File: src/logic/cvc_defs.vh
`ifndef CVC_DEFS_VH
`define CVC_DEFS_VH

// Serial frame layout
`define CVC_FRAME_BITS 32
`define CVC_CNT_W 5
`define CVC_CNT_LAST 5'h1F
`define CVC_HDR_MSB 31
`define CVC_HDR_LSB 20
`define CVC_HDR_PATTERN 12'h001
`define CVC_ADR_MSB 19
`define CVC_ADR_LSB 16
`define CVC_DAT_MSB 15

// Register addresses
`define CVC_ADDR_CONFIG 4'h1
`define CVC_ADDR_OFFSET 4'h2
`define CVC_ADDR_FSCALE 4'h3

// Configuration register fields and reset values
`define CVC_CFG_DCS 12
`define CVC_CFG_DCP 11
`define CVC_CFG_NDE 10
`define CVC_CFG_OV 9
`define CVC_CFG_OE 8
`define CVC_CFG_RESET 16'hB2FF
`define CVC_OFS_RESET 16'h0000
`define CVC_FS_RESET 16'h8000

// Timing counts in input clock cycles, pipeline fill in words
`define CVC_TRIM_CYCLES 8'h50
`define CVC_POR_SHORT 32'h0200_0000
`define CVC_POR_LONG 32'h8000_0000
`define CVC_CAL_CYCLES 32'h0000_4000
`define CVC_PIPE_WORDS 4'h7
`define CVC_STRAP_WAIT 3'h5

// Synchroniser bit positions
`define CVC_SYNC_W 11
`define CVC_SYNC_RST 11'h002
`define CVC_S_SCLK 0
`define CVC_S_SEL 1
`define CVC_S_SDI 2
`define CVC_S_PD 3
`define CVC_S_TRIM 4
`define CVC_S_EDGE 5
`define CVC_S_EFLT 6
`define CVC_S_LVL 7
`define CVC_S_CDLY 8
`define CVC_S_RNG 9
`define CVC_S_RFLT 10

`endif

File: src/logic/cvc_sync.v
`timescale 1ns/100ps
module cvc_sync #(
  parameter W = 1,
  parameter [W-1:0] RST_VAL = {W{1'b0}}
) (
  input wire ref_clk,
  input wire srst,
  input wire [W-1:0] async_i,
  output reg [W-1:0] sync_o
);

  reg [W-1:0] ff1_q;
  reg [W-1:0] ff2_q;
  reg [W-1:0] ff3_q;

  // A change is taken only once stages two and three agree
  always @(posedge ref_clk) begin
    if (srst) begin
      ff1_q <= RST_VAL;
      ff2_q <= RST_VAL;
      ff3_q <= RST_VAL;
      sync_o <= RST_VAL;
    end else begin
      ff1_q <= async_i;
      ff2_q <= ff1_q;
      ff3_q <= ff2_q;
      sync_o <= (ff2_q & ff3_q) | (sync_o & (ff2_q ^ ff3_q));
    end
  end

endmodule

File: src/logic/cvc_ctrl.v
// How it works
// - Single rate: strobe clock runs at each bus word rate.
// - Double rate: strobe at half word rate, words launched on both edges.
// - Normal mode: floating edge pin selects double rate.
// - Normal mode: level select high gives high drive, low gives low drive.
// - Active while power_down low, powered down while high.
// - Power-down floats data outputs; strobe and range flag pulled low.
// - After power-down the pipeline is invalid until refilled.
// - Power-down waits until a running calibration finishes.
// - Power-down at power-up holds off the power-up calibration.
// - Manual calibration requests are ignored in power-down.
// - Normal mode: aligned phase; extended: clocking from config bits.
// - Cal delay from pin in normal mode, always short in extended.
// - Extended mode: full scale from full-scale register.
// - Extended mode: offset from offset register; none in normal mode.
// - Extended defaults: double rate, aligned, normal level, short delay, nominal.
// - Serial port answers only in extended mode.
// - Serial data sampled on rising serial clock edges.
// - Frame: 32 bits MSB first, 12 header, 4 address, 16 data.
// - Header is eleven zeros then one.
// - Next frame may start on clock 33 without releasing select.
// - Write-only port to three registers, no readback.
// - Address 1 config, 2 offset, 3 full scale, others reserved.
// - Registers have no effect in normal mode.
// - Manual calibration needs 80 cycles low then 80 high.
// - Calibration active flag high during any calibration.
`timescale 1ns/100ps
`include "cvc_defs.vh"
module cvc_ctrl #(
  parameter DW = 8,
  parameter [31:0] POR_SHORT = `CVC_POR_SHORT,
  parameter [31:0] POR_LONG = `CVC_POR_LONG,
  parameter [31:0] CAL_CYCLES = `CVC_CAL_CYCLES
) (
  input wire ref_clk,
  input wire srst,
  input wire serial_shift_clock,
  input wire serial_select_n,
  input wire serial_input_line,
  input wire power_down,
  input wire trim_request,
  input wire output_edge_pin,
  input wire output_edge_float,
  input wire output_level_select,
  input wire cal_delay_select,
  input wire range_or_ext_ctrl_select,
  input wire range_pin_float,
  input wire [DW-1:0] sample_data,
  input wire sample_over_range,
  output reg [DW-1:0] bus_a_data_q,
  output reg [DW-1:0] bus_b_data_q,
  output reg data_oe_q,
  output reg data_valid_q,
  output reg output_strobe_clock_q,
  output reg out_of_range_q,
  output reg weak_pull_down_q,
  output reg drive_level_high_q,
  output reg duty_stabilizer_q,
  output reg ext_mode_q,
  output reg range_high_q,
  output reg [15:0] offset_code_q,
  output reg [15:0] full_scale_code_q,
  output reg calibration_active_q,
  output reg powered_down_q
);

  localparam ST_WAIT = 3'b001;
  localparam ST_IDLE = 3'b010;
  localparam ST_RUN = 3'b100;

  ////////////////////////////////////////////////////////////////////////
  // Pin synchronisers

  wire [`CVC_SYNC_W-1:0] pins_s;

  cvc_sync #(
    .W(`CVC_SYNC_W),
    .RST_VAL(`CVC_SYNC_RST)
  ) u_sync (
    .ref_clk(ref_clk),
    .srst(srst),
    .async_i({range_pin_float, range_or_ext_ctrl_select, cal_delay_select,
              output_level_select, output_edge_float, output_edge_pin,
              trim_request, power_down, serial_input_line,
              serial_select_n, serial_shift_clock}),
    .sync_o(pins_s)
  );

  wire sclk_s = pins_s[`CVC_S_SCLK];
  wire sel_n_s = pins_s[`CVC_S_SEL];
  wire sdi_s = pins_s[`CVC_S_SDI];
  wire pd_s = pins_s[`CVC_S_PD];
  wire trim_s = pins_s[`CVC_S_TRIM];

  ////////////////////////////////////////////////////////////////////////
  // Mode strap, caught once after reset release

  reg [2:0] strap_cnt_q;
  reg ext_q;

  // Strap read only once the synchroniser has filled; later changes ignored
  always @(posedge ref_clk) begin
    if (srst) begin
      strap_cnt_q <= 3'h0;
      ext_q <= 1'b0;
    end else if (strap_cnt_q != `CVC_STRAP_WAIT) begin
      strap_cnt_q <= strap_cnt_q + 3'h1;
      ext_q <= pins_s[`CVC_S_RFLT];
    end
  end

  ////////////////////////////////////////////////////////////////////////
  // Serial port

  reg sclk_prev_q;
  reg [`CVC_CNT_W-1:0] bit_cnt_q;
  reg [`CVC_FRAME_BITS-2:0] shift_q;
  reg [15:0] cfg_q;
  reg [15:0] ofs_q;
  reg [15:0] fs_q;

  wire sclk_rise = sclk_s & ~sclk_prev_q;
  wire [`CVC_FRAME_BITS-1:0] frame = {shift_q, sdi_s};
  wire [3:0] frame_addr = frame[`CVC_ADR_MSB:`CVC_ADR_LSB];
  wire [15:0] frame_data = frame[`CVC_DAT_MSB:0];
  wire hdr_ok = (frame[`CVC_HDR_MSB:`CVC_HDR_LSB] == `CVC_HDR_PATTERN);
  wire frame_end = sclk_rise && (bit_cnt_q == `CVC_CNT_LAST);

  always @(posedge ref_clk) begin
    if (srst) begin
      sclk_prev_q <= 1'b0;
      bit_cnt_q <= {`CVC_CNT_W{1'b0}};
      shift_q <= {(`CVC_FRAME_BITS-1){1'b0}};
    end else begin
      sclk_prev_q <= sclk_s;
      if (!ext_q || sel_n_s) begin
        bit_cnt_q <= {`CVC_CNT_W{1'b0}};
      end else if (sclk_rise) begin
        shift_q <= frame[`CVC_FRAME_BITS-2:0];
        // Wraps to zero so a new frame starts on clock 33
        bit_cnt_q <= bit_cnt_q + 1'b1;
      end
    end
  end

  // Write-only; nothing of these is ever sent back
  always @(posedge ref_clk) begin
    if (srst) begin
      cfg_q <= `CVC_CFG_RESET;
      ofs_q <= `CVC_OFS_RESET;
      fs_q <= `CVC_FS_RESET;
    end else if (ext_q && !sel_n_s && frame_end && hdr_ok) begin
      case (frame_addr)
        `CVC_ADDR_CONFIG: begin
          cfg_q <= frame_data;
        end
        `CVC_ADDR_OFFSET: begin
          ofs_q <= frame_data;
        end
        `CVC_ADDR_FSCALE: begin
          fs_q <= frame_data;
        end
        default: begin
          cfg_q <= cfg_q;
        end
      endcase
    end
  end

  ////////////////////////////////////////////////////////////////////////
  // Effective controls, pins or fixed values in normal mode, register or fixed values in extended mode

  wire ddr_en = ext_q ? ~cfg_q[`CVC_CFG_NDE] : pins_s[`CVC_S_EFLT];
  wire edge_rise = ext_q ? cfg_q[`CVC_CFG_OE] : pins_s[`CVC_S_EDGE];
  wire phase90 = ext_q & cfg_q[`CVC_CFG_DCP];
  wire level_hi = ext_q ? cfg_q[`CVC_CFG_OV] : pins_s[`CVC_S_LVL];
  wire long_dly = ~ext_q & pins_s[`CVC_S_CDLY];

  always @(posedge ref_clk) begin
    if (srst) begin
      drive_level_high_q <= 1'b0;
      duty_stabilizer_q <= 1'b1;
      ext_mode_q <= 1'b0;
      range_high_q <= 1'b0;
      offset_code_q <= `CVC_OFS_RESET;
      full_scale_code_q <= `CVC_FS_RESET;
    end else begin
      drive_level_high_q <= level_hi;
      duty_stabilizer_q <= ext_q ? cfg_q[`CVC_CFG_DCS] : 1'b1;
      ext_mode_q <= ext_q;
      range_high_q <= ~ext_q & pins_s[`CVC_S_RNG];
      // Registers are masked in normal mode
      offset_code_q <= ext_q ? ofs_q : `CVC_OFS_RESET;
      full_scale_code_q <= ext_q ? fs_q : `CVC_FS_RESET;
    end
  end

  ////////////////////////////////////////////////////////////////////////
  // Manual calibration request detector

  reg [7:0] lo_cnt_q;
  reg [7:0] hi_cnt_q;
  reg trim_req_q;

  always @(posedge ref_clk) begin
    if (srst || powered_down_q) begin
      // Counts are dropped so no request survives power-down
      lo_cnt_q <= 8'h00;
      hi_cnt_q <= 8'h00;
      trim_req_q <= 1'b0;
    end else if (!trim_s) begin
      hi_cnt_q <= 8'h00;
      trim_req_q <= 1'b0;
      if (lo_cnt_q != `CVC_TRIM_CYCLES) begin
        lo_cnt_q <= lo_cnt_q + 8'h01;
      end
    end else if (lo_cnt_q == `CVC_TRIM_CYCLES) begin
      if (hi_cnt_q == `CVC_TRIM_CYCLES - 8'h01) begin
        trim_req_q <= 1'b1;
        lo_cnt_q <= 8'h00;
        hi_cnt_q <= 8'h00;
      end else begin
        hi_cnt_q <= hi_cnt_q + 8'h01;
      end
    end else begin
      trim_req_q <= 1'b0;
      hi_cnt_q <= 8'h00;
    end
  end

  ////////////////////////////////////////////////////////////////////////
  // Calibration sequencer and power-down

  reg [2:0] state_q;
  reg [31:0] cnt_q;
  wire [31:0] por_len = long_dly ? POR_LONG : POR_SHORT;

  always @(posedge ref_clk) begin
    if (srst) begin
      state_q <= ST_WAIT;
      cnt_q <= 32'h0000_0000;
      calibration_active_q <= 1'b0;
    end else begin
      case (state_q)
        ST_WAIT: begin
          // Delay counter is frozen while power-down is held
          if (!pd_s) begin
            if (cnt_q >= por_len - 32'h0000_0001) begin
              state_q <= ST_RUN;
              cnt_q <= 32'h0000_0000;
              calibration_active_q <= 1'b1;
            end else begin
              cnt_q <= cnt_q + 32'h0000_0001;
            end
          end
        end
        ST_IDLE: begin
          if (trim_req_q && !pd_s && !powered_down_q) begin
            state_q <= ST_RUN;
            cnt_q <= 32'h0000_0000;
            calibration_active_q <= 1'b1;
          end
        end
        ST_RUN: begin
          if (cnt_q >= CAL_CYCLES - 32'h0000_0001) begin
            state_q <= ST_IDLE;
            cnt_q <= 32'h0000_0000;
            calibration_active_q <= 1'b0;
          end else begin
            cnt_q <= cnt_q + 32'h0000_0001;
          end
        end
        default: begin
          state_q <= ST_IDLE;
          cnt_q <= 32'h0000_0000;
          calibration_active_q <= 1'b0;
        end
      endcase
    end
  end

  // Entry into power-down waits for a running calibration
  wire pd_next = pd_s & (state_q != ST_RUN);

  always @(posedge ref_clk) begin
    if (srst) begin
      powered_down_q <= 1'b0;
    end else begin
      powered_down_q <= pd_next;
    end
  end

  ////////////////////////////////////////////////////////////////////////
  // Output demux and strobe clock

  reg [1:0] ph_q;
  reg [DW-1:0] even_q;
  reg even_or_q;
  reg [3:0] fill_q;
  wire [1:0] ph_d = ph_q + 2'b01;
  wire word_load = ph_q[0];
  reg strobe_d;

  always @* begin
    if (ddr_en) begin
      // Half the word rate; data toggles on both strobe edges
      strobe_d = phase90 ? (ph_d[1] ^ ph_d[0]) : ph_d[1];
    end else begin
      // One strobe period per word on each bus
      strobe_d = edge_rise ? ~ph_d[0] : ph_d[0];
    end
  end

  always @(posedge ref_clk) begin
    if (srst) begin
      ph_q <= 2'b00;
      even_q <= {DW{1'b0}};
      even_or_q <= 1'b0;
      bus_a_data_q <= {DW{1'b0}};
      bus_b_data_q <= {DW{1'b0}};
      out_of_range_q <= 1'b0;
      output_strobe_clock_q <= 1'b0;
      data_oe_q <= 1'b0;
      weak_pull_down_q <= 1'b0;
      data_valid_q <= 1'b0;
      fill_q <= 4'h0;
    end else begin
      ph_q <= ph_d;
      data_oe_q <= ~pd_next;
      weak_pull_down_q <= pd_next;
      if (!ph_q[0]) begin
        even_q <= sample_data;
        even_or_q <= sample_over_range;
      end
      if (pd_next) begin
        // Strobe and range flag idle low under the weak pull
        output_strobe_clock_q <= 1'b0;
        out_of_range_q <= 1'b0;
        fill_q <= 4'h0;
        data_valid_q <= 1'b0;
      end else begin
        output_strobe_clock_q <= strobe_d;
        if (word_load) begin
          bus_a_data_q <= even_q;
          bus_b_data_q <= sample_data;
          out_of_range_q <= even_or_q | sample_over_range;
          // Stale words flushed before valid returns
          if (fill_q != `CVC_PIPE_WORDS) begin
            fill_q <= fill_q + 4'h1;
          end else begin
            data_valid_q <= 1'b1;
          end
        end
      end
    end
  end

endmodule

File: config.mk
export PLATFORM = sky130hd
export DESIGN_NAME = cvc_ctrl
export DESIGN_NICKNAME = d
export VERILOG_FILES = /design/src/logic/cvc_sync.v /design/src/logic/cvc_ctrl.v
export VERILOG_INCLUDE_DIRS = /design/src /design/src/logic
export SDC_FILE = /design/constraint.sdc
export NUM_CORES = 1
export LEC_CHECK = 0
export BUFFER_PORTS_ARGS = -buffer_cell sky130_fd_sc_hd__buf_4
export CAP_MARGIN = 30
export CORE_ASPECT_RATIO = 0.6
export CORE_MARGIN = 1
export CORE_UTILIZATION = 28
export CTS_CLUSTER_DIAMETER = 30
export DETAILED_ROUTE_END_ITERATION = 8
export HOLD_SLACK_MARGIN = 0.1
export PLACE_DENSITY = 0.52
export SETUP_SLACK_MARGIN = 0.05
export SLEW_MARGIN = 20
export SYNTH_ARGS = -nofsm -noshare
export SYNTH_HDL_FRONTEND = slang
export SYNTH_SLANG_ARGS = --single-unit
File: constraint.sdc
create_clock -name ref_clk -period 3.41 [get_ports ref_clk]
set_input_delay 1.023 -clock ref_clk [delete_from_list [all_inputs] [get_ports ref_clk]]
set_output_delay 1.023 -clock ref_clk [all_outputs]
set_load 0.01 [all_outputs]
==> results by group <==
Power
  – Internal Power: approximately 6.0 mW
  – Reg power frac: between 30% and 40%
  – Static Leakage: 4.446 nW
  – Worst VDD drop: ~0.00035 V
  – Clock power share: a little over half
  – Tot Pwr: slightly below 8 mW
  – Switch share: 24.77%
  – Psw: approximately 2.0 mW
  – PwrDens: 675.4 nW/um2
  – Comb pwr share: 8.0%

Cells and area
  – Fillers: about 3.3k
  – Inserted Diodes: 0
  – Area occupied by multi-input gates: between 4000 and 5000 um2
  – Number of nets in the layout: ~1.2k
  – P&R area growth vs syn: 26.24%
  – Sequential Area: slightly below 5000 um2
  – Layout cell share with drive strength beyond 1: 16.21%

Die
  – Core Footprint: about 33000 um2
  – Top Ports: between 80 and 90
  – Die width: ~240 um
  – Starting Density: approximately 29%
  – Die area: 33980 um2
  – Placement Rows: 51
  – Die Height: between 100 and 150 um

STA
  – Skew final: approximately 0.014 ns
  – Final TNS setup: 0 ns
  – Fmax: around 0.36 GHz
  – Fin crit period: 2.756 ns
  – Max-slew headroom: a little over two fifths
  – Final Hold Fails: 0
  – Final slew viol count: 0
  – # setup viols final: 0
  – Period Utilization, post-route: roughly four fifths
  – RSZ-0062 raised after global routing: no
  – Slew @ Worst Pin: 0.8557 ns

Global route
  – Global-route wire length before repair: between 30000 and 40000 um
  – Vias in the first global route: roughly 6.7k
  – Initial antenna violation count: 0
  – Grt total ovfl: 0
  – GRT Overall Usage: a little over an eighth
  – Largest net degree at the start of global routing: 77

Synth
  – EDFF count, synth: 0
  – Largest area contributor in the netlist: dfxtp_1
  – Register area share after synthesis: between 50% and 60%
  – Synth Cell Area: a little over 9000 um2
  – Post-synthesis cell count: between 1k and 1.5k
  – Ys async rst share: 0%
  – Synth top area share: a little over half
  – #FFs+latches synth: 246
  – Top_reg_cell synth: dfxtp_1
  – Syn nets: about 1.1k
  – Synth Area per Inst: 9.075 um2
  – Synth unique cells: 64
  – Synth area leaders: dfxtp_1, nand2_1, a21oi_1
  – Yosys Warn Count: 0

Worst setup path
  – Cells along the critical path: ha_1 > and3_1 > ha_1 > nor4bb_1 > nand4_1 > nor2_1 > nand3_1 > nand2_1 > nand3_1
  – CP required: between 3 and 4 ns
  – Worst Setup Start Kind: register
  – Crit end category: register
  – Critical path arrival: roughly 3.2 ns
  – R2R cell count: 9
  – CP max FO: 16
  – Slowest CP cell: nand3_1
  – Max incr delay on CP: around 0.57 ns
  – Worst Setup Path Type: register to register

Drt
  – Total wire length: between 20000 and 25000 um
  – Number of routed nets with antenna violations: 0
  – Drt via density: about 4.5
  – DR iter-0 viols: between 400 and 500
  – Drt first pass iters: 4
  – DRC Markers: 0
  – Drt wl/cell: about 14 um
  – Vias: just over 7k

Clock network
  – CTS tree: built
  – # Post-CTS Setup Buffers: 0
  – Clock slew at reported path FFs: about 0.05 ns
  – H-tree level count: 2
  – Num Clock Sinks: 246
  – Post-CTS sizing: 0
  – CTS Buffer Depth: 3
  – Root Driver: clkbuf_16
  – Skew-Pair Late Insertion Delay: roughly 0.53 ns
  – Total CTS buffers: between 40 and 50
  – # hold bufs at CTS: 0

Run
  – Max_cap viols: 0

Hold path
  – HP Class: register to register
  – Hold depth: 1

Place
  – Detail Placement HPWL: ~15000 um
  – Port Buffers: 80
  – Placer Congestion: ~0.79

Outcome
  – Status: finished, final reports clean
## per-layer routing
layer / track usage [%] / vias to the layer above / share of wire (%)
met2: 17.02 / 133 / 37
met4: 4.143 / 0 / 1.7
met1: 19.87 / 3274 / 56
met5: 0 / - / 0
li1: - / 3651 / -
met3: 3.982 / 35 / 5.6
## Yosys cell counts (4+ instances only)
library cell / n
and2_1: 35
nor2b_1: 35
nand3_1: 46
nand2b_1: 8
mux2i_1: 25
clkbuf_1: 35
dfxtp_1: 246
buf_1: 4
inv_1: 17
and3_1: 6
nand2_1: 185
or2_2: 6
a22oi_1: 4
nand3b_1: 4
nor4_1: 5
or4_1: 6
a21oi_1: 106
ha_1: 26
a31oi_1: 11
nor3_1: 17
xnor2_1: 11
nor2_1: 81
xor2_1: 20
nand4_1: 13
buf_2: 11
a21o_1: 5
## cells in the final DEF (no fill, tap or decap), drive strengths merged, types with 14 or more instances in the layout
cell    instances
a21oi         106
and2           35
buf            92
clkbuf         51
dfxtp         246
ha             26
inv            26
mux2i          25
nand2         185
nand3          48
nand4          14
nor2           83
nor2b          35
nor3           21
xor2           20
## per-stage QoR
stage                     util [%]  hold slack, ns  cell area [um2]  worst slack [ns]  cells
final                        36.08          0.4339            11740            0.6538   1565
after global routing         36.08          0.4463            11740            0.3644   1565
after CTS                    36.08          0.4299            11740            0.6809   1565
after detailed placement     31.62          0.4042            10290            0.5274   1488
after global placement       31.62          0.4008            10290            0.6190   1488
after floorplan                  -          0.3895             9301             1.010   1025
## logic make-up (layout without fill, tap and decap cells)
kind of cell / after synthesis / in the layout / share of synthesized area, %
AND/OR/NAND/NOR: 474 / 474 / 25.11
flip-flops: 246 / 246 / 52.95
AO/OA/AOI/OAI: 152 / 152 / 9.618
buffers and inverters: 71 / 187 / 3.215
XOR/XNOR: 31 / 31 / 2.919
adder cells (fa/ha/maj): 26 / 26 / 3.497
multiplexers: 25 / 25 / 2.690
## path summary, 6_finish.rpt
| path | from | to | slack (ns) |
|---|---|---|---|
| worst min register to register | u_sync.ff1_q[1]$_SDFF_PP1_ | u_sync.ff2_q[1]$_SDFF_PP1_ | 0.43 |
| worst max register to register | bit_cnt_q[0]$_SDFFE_PP0P_ | fs_q[15]$_SDFFE_PP1P_ | 0.65 |
| worst max-delay path | bit_cnt_q[0]$_SDFFE_PP0P_ | fs_q[15]$_SDFFE_PP1P_ | 0.65 |
| worst min-delay path | u_sync.ff1_q[1]$_SDFF_PP1_ | u_sync.ff2_q[1]$_SDFF_PP1_ | 0.43 |
## power groups by stage
stage | combinational [mW] | sequential (mW) | clock [mW]
global placement | 0.628 | 3.07 | 0
detailed placement | 0.634 | 3.08 | 0
global route | 0.712 | 3.03 | 4.53
CTS | 0.638 | 3.02 | 4.38
finish | 0.634 | 3.02 | 4.28
floorplan | 0.481 | 3.05 | 0
## worst max-delay path: cells and delay by family (launching register included)
family	cells	cell delay, ns
DFF	1	0.38
and+or+nand+nor	7	1.88
adders and majority gates	2	0.37
## area by class of cell
type,instances,area share [%]
flip-flops and latches,246,41.94
multi-input cells,708,34.73
clock buffers,51,9.675
repair buffers,92,5.882
well taps,424,4.518
clock inverters,26,2.685
inverters,18,0.5754
## registers in the layout (all words and copies together) (netlist names), 11 cells and up
signal             cells
full_scale_code_q     16
u_sync.ff1_q          11
u_sync.sync_o         11
shift_q               31
cnt_q                 32
ofs_q                 16
u_sync.ff3_q          11
u_sync.ff2_q          11
offset_code_q         16
fs_q                  16
(Power assumes the default switching activity.)
